===== src/albp_pkg.sv =====
package albp_pkg;

   // Register locations (lower sixteen address bits)
   localparam logic [15:0] ALBP_DIR_OFFSET   = 16'hFFC0;
   localparam logic [15:0] ALBP_LATCH_OFFSET = 16'hFFC2;

   // Reset values and fixed read/direction values
   localparam logic [7:0] ALBP_DIR_RESET     = 8'h00;
   localparam logic [7:0] ALBP_LATCH_RESET   = 8'h00;
   localparam logic [7:0] ALBP_ALL_ONES      = 8'hFF;
   localparam logic [7:0] ALBP_UNMAPPED_READ = 8'h00;

   // Mode codes on the mode inputs
   localparam logic [2:0] ALBP_MODE_ADDR_LAST = 3'h4;
   localparam logic [2:0] ALBP_MODE_MIXED     = 3'h5;
   localparam logic [2:0] ALBP_MODE_RESET     = 3'h7;

   typedef enum logic [2:0] {
      ALBP_GRP_ADDR  = 3'b001,
      ALBP_GRP_MIXED = 3'b010,
      ALBP_GRP_GPIO  = 3'b100
   } albp_group_type;

   typedef struct packed {
      logic [15:0] addr;
      logic [7:0]  wdata;
      logic        wr;
      logic        rd;
   } albp_bus_req_type;

   typedef struct packed {
      logic [7:0] out;
      logic [7:0] oe;
   } albp_pin_drive_type;

endpackage


===== src/albp_port.sv =====
//Contract
//- Modes 1 to 4: all eight pins output address bits 7..0 automatically.
//- Modes 1 to 4: direction bits fixed at one, writes ignored.
//- Mode 5: direction one drives address bit, zero is general input.
//- Modes 6 and 7: direction one is general output, zero is input.
//- Modes 5 to 7: direction register write-only, reads return all ones.
//- Reset and hardware standby clear direction; modes 1 to 4 read ones.
//- Software standby keeps direction and keeps output pins driving.
//- Data latch is 8-bit read/write; bit n drives pin n.
//- Read gives latch bit for outputs, pin level for inputs.
//- Data latch clears on reset and hardware standby, kept in software standby.
//- Direction register at FFC0 hex, data latch at FFC2 hex.
//- With DRAM in area 3, pins carry row then column addresses.
//- Each direction bit sets the role of the same-index pin.
//
// Local design decision: the address-low-byte port.
module albp_port
   import albp_pkg::*;
#(
   parameter int WIDTH = 8
) (
   // Clock and reset
   input  wire logic             sys_clk,
   input  wire logic             resetn,
   // Mode and standby
   input  wire logic [2:0]       mode_pins,
   input  wire logic             hw_standby,
   // Register port
   input  wire albp_bus_req_type bus_req,
   output logic [7:0]            rdata,
   // Address from bus controller (row/column already multiplexed)
   input  wire logic [WIDTH-1:0] low_address_lines,
   // Pins
   input  wire logic [WIDTH-1:0] low_port_pins_in,
   output logic [WIDTH-1:0]      low_port_pins_out,
   output logic [WIDTH-1:0]      low_port_pins_oe
);

   ////////////////////////////////////////////////////////////////////////
   // Mode capture

   logic           cap_done_q, cap_done_d;
   logic [2:0]     mode_q, mode_d;
   albp_group_type grp;

   // Async reset may only load a constant; the straps are caught on the
   // first clock after release and then frozen.
   always_comb begin
      cap_done_d = 1'b1;
      mode_d     = cap_done_q ? mode_q : mode_pins;
   end

   always_ff @(posedge sys_clk or negedge resetn) begin
      if (!resetn) begin
         cap_done_q <= 1'b0;
         mode_q     <= ALBP_MODE_RESET;
      end else begin
         cap_done_q <= cap_done_d;
         mode_q     <= mode_d;
      end
   end

   always_comb begin
      if (mode_q <= ALBP_MODE_ADDR_LAST) begin
         grp = ALBP_GRP_ADDR;
      end else if (mode_q == ALBP_MODE_MIXED) begin
         grp = ALBP_GRP_MIXED;
      end else begin
         grp = ALBP_GRP_GPIO;
      end
   end

   ////////////////////////////////////////////////////////////////////////
   // Registers

   logic [WIDTH-1:0] dir_q, dir_d;
   logic [WIDTH-1:0] latch_q, latch_d;
   logic [WIDTH-1:0] dir_eff;
   logic             hit_dir, hit_latch;

   assign hit_dir   = (bus_req.addr == ALBP_DIR_OFFSET);
   assign hit_latch = (bus_req.addr == ALBP_LATCH_OFFSET);

   // Software standby needs no special handling: nothing here clears
   // the state except reset and hardware standby.
   always_comb begin
      dir_d   = dir_q;
      latch_d = latch_q;
      if (hw_standby) begin
         dir_d   = ALBP_DIR_RESET[WIDTH-1:0];
         latch_d = ALBP_LATCH_RESET[WIDTH-1:0];
      end else begin
         if (bus_req.wr && hit_dir && grp != ALBP_GRP_ADDR) begin
            dir_d = bus_req.wdata[WIDTH-1:0];
         end
         if (bus_req.wr && hit_latch) begin
            latch_d = bus_req.wdata[WIDTH-1:0];
         end
      end
   end

   always_ff @(posedge sys_clk or negedge resetn) begin
      if (!resetn) begin
         dir_q   <= ALBP_DIR_RESET[WIDTH-1:0];
         latch_q <= ALBP_LATCH_RESET[WIDTH-1:0];
      end else begin
         dir_q   <= dir_d;
         latch_q <= latch_d;
      end
   end

   // Address modes see all ones regardless of what is stored
   assign dir_eff = (grp == ALBP_GRP_ADDR) ? ALBP_ALL_ONES[WIDTH-1:0] : dir_q;

   ////////////////////////////////////////////////////////////////////////
   // Read path

   logic [7:0] rdata_d;
   logic [7:0] rdata_q;

   always_comb begin
      rdata_d = ALBP_UNMAPPED_READ;
      if (bus_req.rd) begin
         if (hit_dir) begin
            rdata_d = ALBP_ALL_ONES;
         end else if (hit_latch) begin
            rdata_d = 8'h00;
            rdata_d[WIDTH-1:0] = (dir_eff & latch_q) | (~dir_eff & low_port_pins_in);
         end
      end
   end

   always_ff @(posedge sys_clk or negedge resetn) begin
      if (!resetn) begin
         rdata_q <= 8'h00;
      end else begin
         rdata_q <= rdata_d;
      end
   end

   assign rdata = rdata_q;

   ////////////////////////////////////////////////////////////////////////
   // Pin drive

   albp_pin_drive_type drv_d, drv_q;

   // Registered output adds one cycle from address to pin; the bus
   // controller presents the address a cycle ahead to compensate.
   always_comb begin
      drv_d = '0;
      for (int i = 0; i < WIDTH; i++) begin
         drv_d.oe[i] = dir_eff[i];
         unique case (grp)
            ALBP_GRP_ADDR:  drv_d.out[i] = low_address_lines[i];
            ALBP_GRP_MIXED: drv_d.out[i] = low_address_lines[i];
            ALBP_GRP_GPIO:  drv_d.out[i] = latch_q[i];
         endcase
      end
   end

   always_ff @(posedge sys_clk or negedge resetn) begin
      if (!resetn) begin
         drv_q <= '0;
      end else begin
         drv_q <= drv_d;
      end
   end

   assign low_port_pins_out = drv_q.out[WIDTH-1:0];
   assign low_port_pins_oe  = drv_q.oe[WIDTH-1:0];
endmodule // albp_port


===== config.mk =====
export PLATFORM = sky130hd
export DESIGN_NAME = albp_port
export DESIGN_NICKNAME = d
export VERILOG_FILES = /design/src/albp_pkg.sv /design/src/albp_port.sv
export SDC_FILE = /design/constraint.sdc
export NUM_CORES = 1
export LEC_CHECK = 0
export ABC_AREA = 1
export BUFFER_PORTS_ARGS = -buffer_cell sky130_fd_sc_hd__buf_2
export CAP_MARGIN = 25
export CORE_ASPECT_RATIO = 2
export CORE_UTILIZATION = 30
export CTS_CLUSTER_DIAMETER = 200
export DETAILED_ROUTE_END_ITERATION = 12
export PLACE_DENSITY = 0.53
export SYNTH_ARGS = -nofsm -noshare
export SYNTH_HDL_FRONTEND = slang
export SYNTH_SLANG_ARGS = --single-unit

===== constraint.sdc =====
create_clock -name sys_clk -period 2 [get_ports sys_clk]
set_clock_uncertainty 0.2 [all_clocks]
set_input_delay 0.4 -clock sys_clk [delete_from_list [all_inputs] [get_ports sys_clk]]
set_output_delay 0.4 -clock sys_clk [all_outputs]
set_load 0.02 [all_outputs]

==> metrics.txt <==
CTS resizes=0; FFs w/ async S/R, synth=1.00; total grt overflow=0; area leader, netlist=dfrtp_1; share of layout cells above drive strength 1=0.338; fill count=732; commonest non-fill, non-tap cell in the layout=buf_2; chip height=122 um; RSZ-0062 raised after global routing=false; post-synthesis mux area share=0.00521; worst-path fanout max=18; Mean Syn Cell Area=8.65 sq um; Post-DP Area=approximately 0.0026 sq mm; DR iter-0 viols=41; TNS Setup=0 ns; Synth Warn #=0; largest net degree at the start of global routing=45; hpwl dp=3.73 mm; Tot GR Track Use=0.135; register area share after synthesis=0.511; status=finished clean; antenna diode count=0; Slowest Stage Delay on Critical Path=between 0.5 and 0.6 ns; maxcap violations=0; worst min path class=primary input to flop; Num Clock Sinks=44; CP Cell Sequence=inv_2, nand2_4, nand2_2, nor2_4, nand3_4, nand3_1, nand2_1; Compound-Gate Fraction of Synth Area=0.0451; WS Path Type=flop to flop; Clock Pin Slew Worst Setup and Hold Paths=0.05 ns; # IOs=72; Hold Path Sink=low_port_pins_out[2]$_DFF_PN0_; CP Buf/Inv Count=1; crit path DAT=roughly 1.6 ns; Final Critical Period=1.67 ns; P per Cell Area=741 mW/mm^2; Longest Clk Path Bufs=2; post-synth cell types=23; Slew Limit Fails=0; Critical Path RT=1.97 ns; Clock Latency Late Sink=around 0.28 ns; adder-cell share of the synthesized area=0; Vias per Instance=4.29; Routed wire per std cell=11.0 um; final layout net count=372; Core Box Area=0.00694 sq mm; Final Routed Wirelength=4.56 mm; Worst R2R End=dir_q[1]$_DFFE_PN0P_; FF+latch count, synth=44; XOR/XNOR Fraction of Synth Area=0; Lkg Pwr=1.52 nW; Pre-antenna DRT Iters=4; drc violations=0; crit path launch type=flop; synth top area cells=dfrtp_1, nand2_1, nand3_1; Crit Reg-Reg Startpoint=mode_q[0]$_DFFE_PN1N_; Root Buffer=clkbuf_16; commonest non-fill, non-tap cells in the layout=buf_2, nand2_1, dfrtp_1, inv_1, nand3_1; die width=62.0 um; Antenna Violating Nets Remaining=0; vias in the first global route=1712; Worst Hold Launch=low_address_lines[2]; Final Hold Viols=0; initial core utilization=0.312; CTS H-tree lvls=2; R2R depth=7; first-pass GRT wire length=7.53 mm; initial antenna violation count=0; R2R Setup Slk=between 0.3 and 0.4 ns; CTS tree=done; final instance area=0.00276 sq mm; Total Die Area=0.00758 sq mm; setup violators final=0; Achievable Freq=599 MHz; Final Cycle Share=0.834; Slowest cell on crit path=dfstp_2; # port buffers=71; Crit. End Element=flop; largest family of logic cells by synthesized area=simple AND/OR/NAND/NOR gates; CTS buffer count=5; Post-synth EDFFs=0; Synthesized Nets=roughly 300; post-synthesis simple-gate area fraction=0.342; Layout area overhead=27.4%; Syn Std Cell Area=0.00216 sq mm; Placer Congestion=0.762; total number of vias=1781; Worst VDD drop=about 0.31 mV; Hold Crit Depth=3; top_reg_cell synth=dfrtp_1; Crit path max-delay family=simple AND/OR/NAND/NOR gates; Post-Syn Instances=250; site row count=between 40 and 50; post-synth top area share=0.474
metal layers:
metal | vias to the layer above | part of all wire | global-route usage | wire (um)
met2 | 54 | 0.56 | 0.251 | 2580
met4 | 0 | 0.023 | 0.0625 | 103
met1 | 775 | 0.36 | 0.131 | 1660
met5 | - | 0 | 0 | 0
li1 | 946 | - | - | -
met3 | 6 | 0.048 | 0.0308 | 218
worst max-delay path by stage:
stage | start | to | slack, ns | cells after the start
floorplan | mode_q[1]$_DFFE_PN1N_ | dir_q[0]$_DFFE_PN0P_ | 0.54 | 7
global placement | bus_req[15] | latch_q[7]$_DFFE_PN0P_ | 0.30 | 7
detailed placement | bus_req[15] | latch_q[4]$_DFFE_PN0P_ | 0.30 | 7
CTS | mode_q[0]$_DFFE_PN1N_ | dir_q[4]$_DFFE_PN0P_ | 0.31 | 7
global route | mode_q[0]$_DFFE_PN1N_ | dir_q[6]$_DFFE_PN0P_ | 0.19 | 7
finish | mode_q[0]$_DFFE_PN1N_ | dir_q[1]$_DFFE_PN0P_ | 0.33 | 7
power by group:
| part | switching, W | internal [W] | total, W |
|---|---|---|---|
| clock network | 0.000298 | 0.000497 | 0.000795 |
| registers | 0.0000152 | 0.000936 | 0.000952 |
| logic | 0.000189 | 0.000107 | 0.000296 |
| total | 0.000502 | 0.00154 | 0.00204 |
cell usage after synthesis (2+ instances only):
cell / n
nand2_1: 55
o21ai_1: 8
a21oi_1: 8
buf_2: 4
inv_1: 32
buf_4: 2
nand3_2: 3
nor2_4: 3
nor2_8: 2
nand2_2: 7
dfrtp_1: 41
dfstp_2: 3
inv_2: 5
nand3_1: 31
a21oi_2: 2
nor2_1: 18
nand4_1: 18
nand2_4: 3
logic make-up (layout without fill, tap and decap cells):
| logic type | count (synthesis) | count (layout) |
|---|---|---|
| DFF | 44 | 44 |
| other | 1 | 1 |
| AOI/OAI and AO/OA | 18 | 18 |
| buffers and inverters | 45 | 120 |
| muxes | 1 | 1 |
| and+or+nand+nor | 141 | 141 |
state kept, by name (all words and copies together), names as in the netlist:
register           flops
dir_q                  8
latch_q                8
low_port_pins_oe       8
low_port_pins_out      8
rdata                  8
mode_q                 3
cap_done_q             1
worst reg2reg max path, delay by kind of cell, from the launching register on:
family                 cells  cell delay, ns
and+or+nand+nor            6            0.78
buffers and inverters      1            0.05
DFF                        1            0.53
area by class of cell:
type	instances	area [sq um]	share of cell area
flip-flops and latches	44	1100	0.401
multi-input cells	161	853	0.310
repair buffers	75	400	0.145
clock buffers	8	146	0.0531
inverters	37	139	0.0504
well taps	90	113	0.0409
through the flow:
step / util / worst slack (ns) / cells / total power, W / hold WS, ns
2_1_floorplan: - / 0.539 / 250 / 0.00114 / -0.0956
3_3_place_gp: 0.375 / 0.298 / 406 / 0.00127 / 0.190
3_5_place_dp: 0.375 / 0.298 / 406 / 0.00127 / 0.191
4_1_cts: 0.397 / 0.311 / 415 / 0.00208 / 0.125
5_1_grt: 0.397 / 0.188 / 415 / 0.00216 / 0.131
6_report: 0.397 / 0.332 / 415 / 0.00204 / 0.130
what timing repair did:
item | 4_1_cts | 5_1_grt
buffers inserted | 0 | 0
hold buffers | 1 | 0
endpoints found under the hold margin | 41 | 0
(Power assumes the default switching activity.)
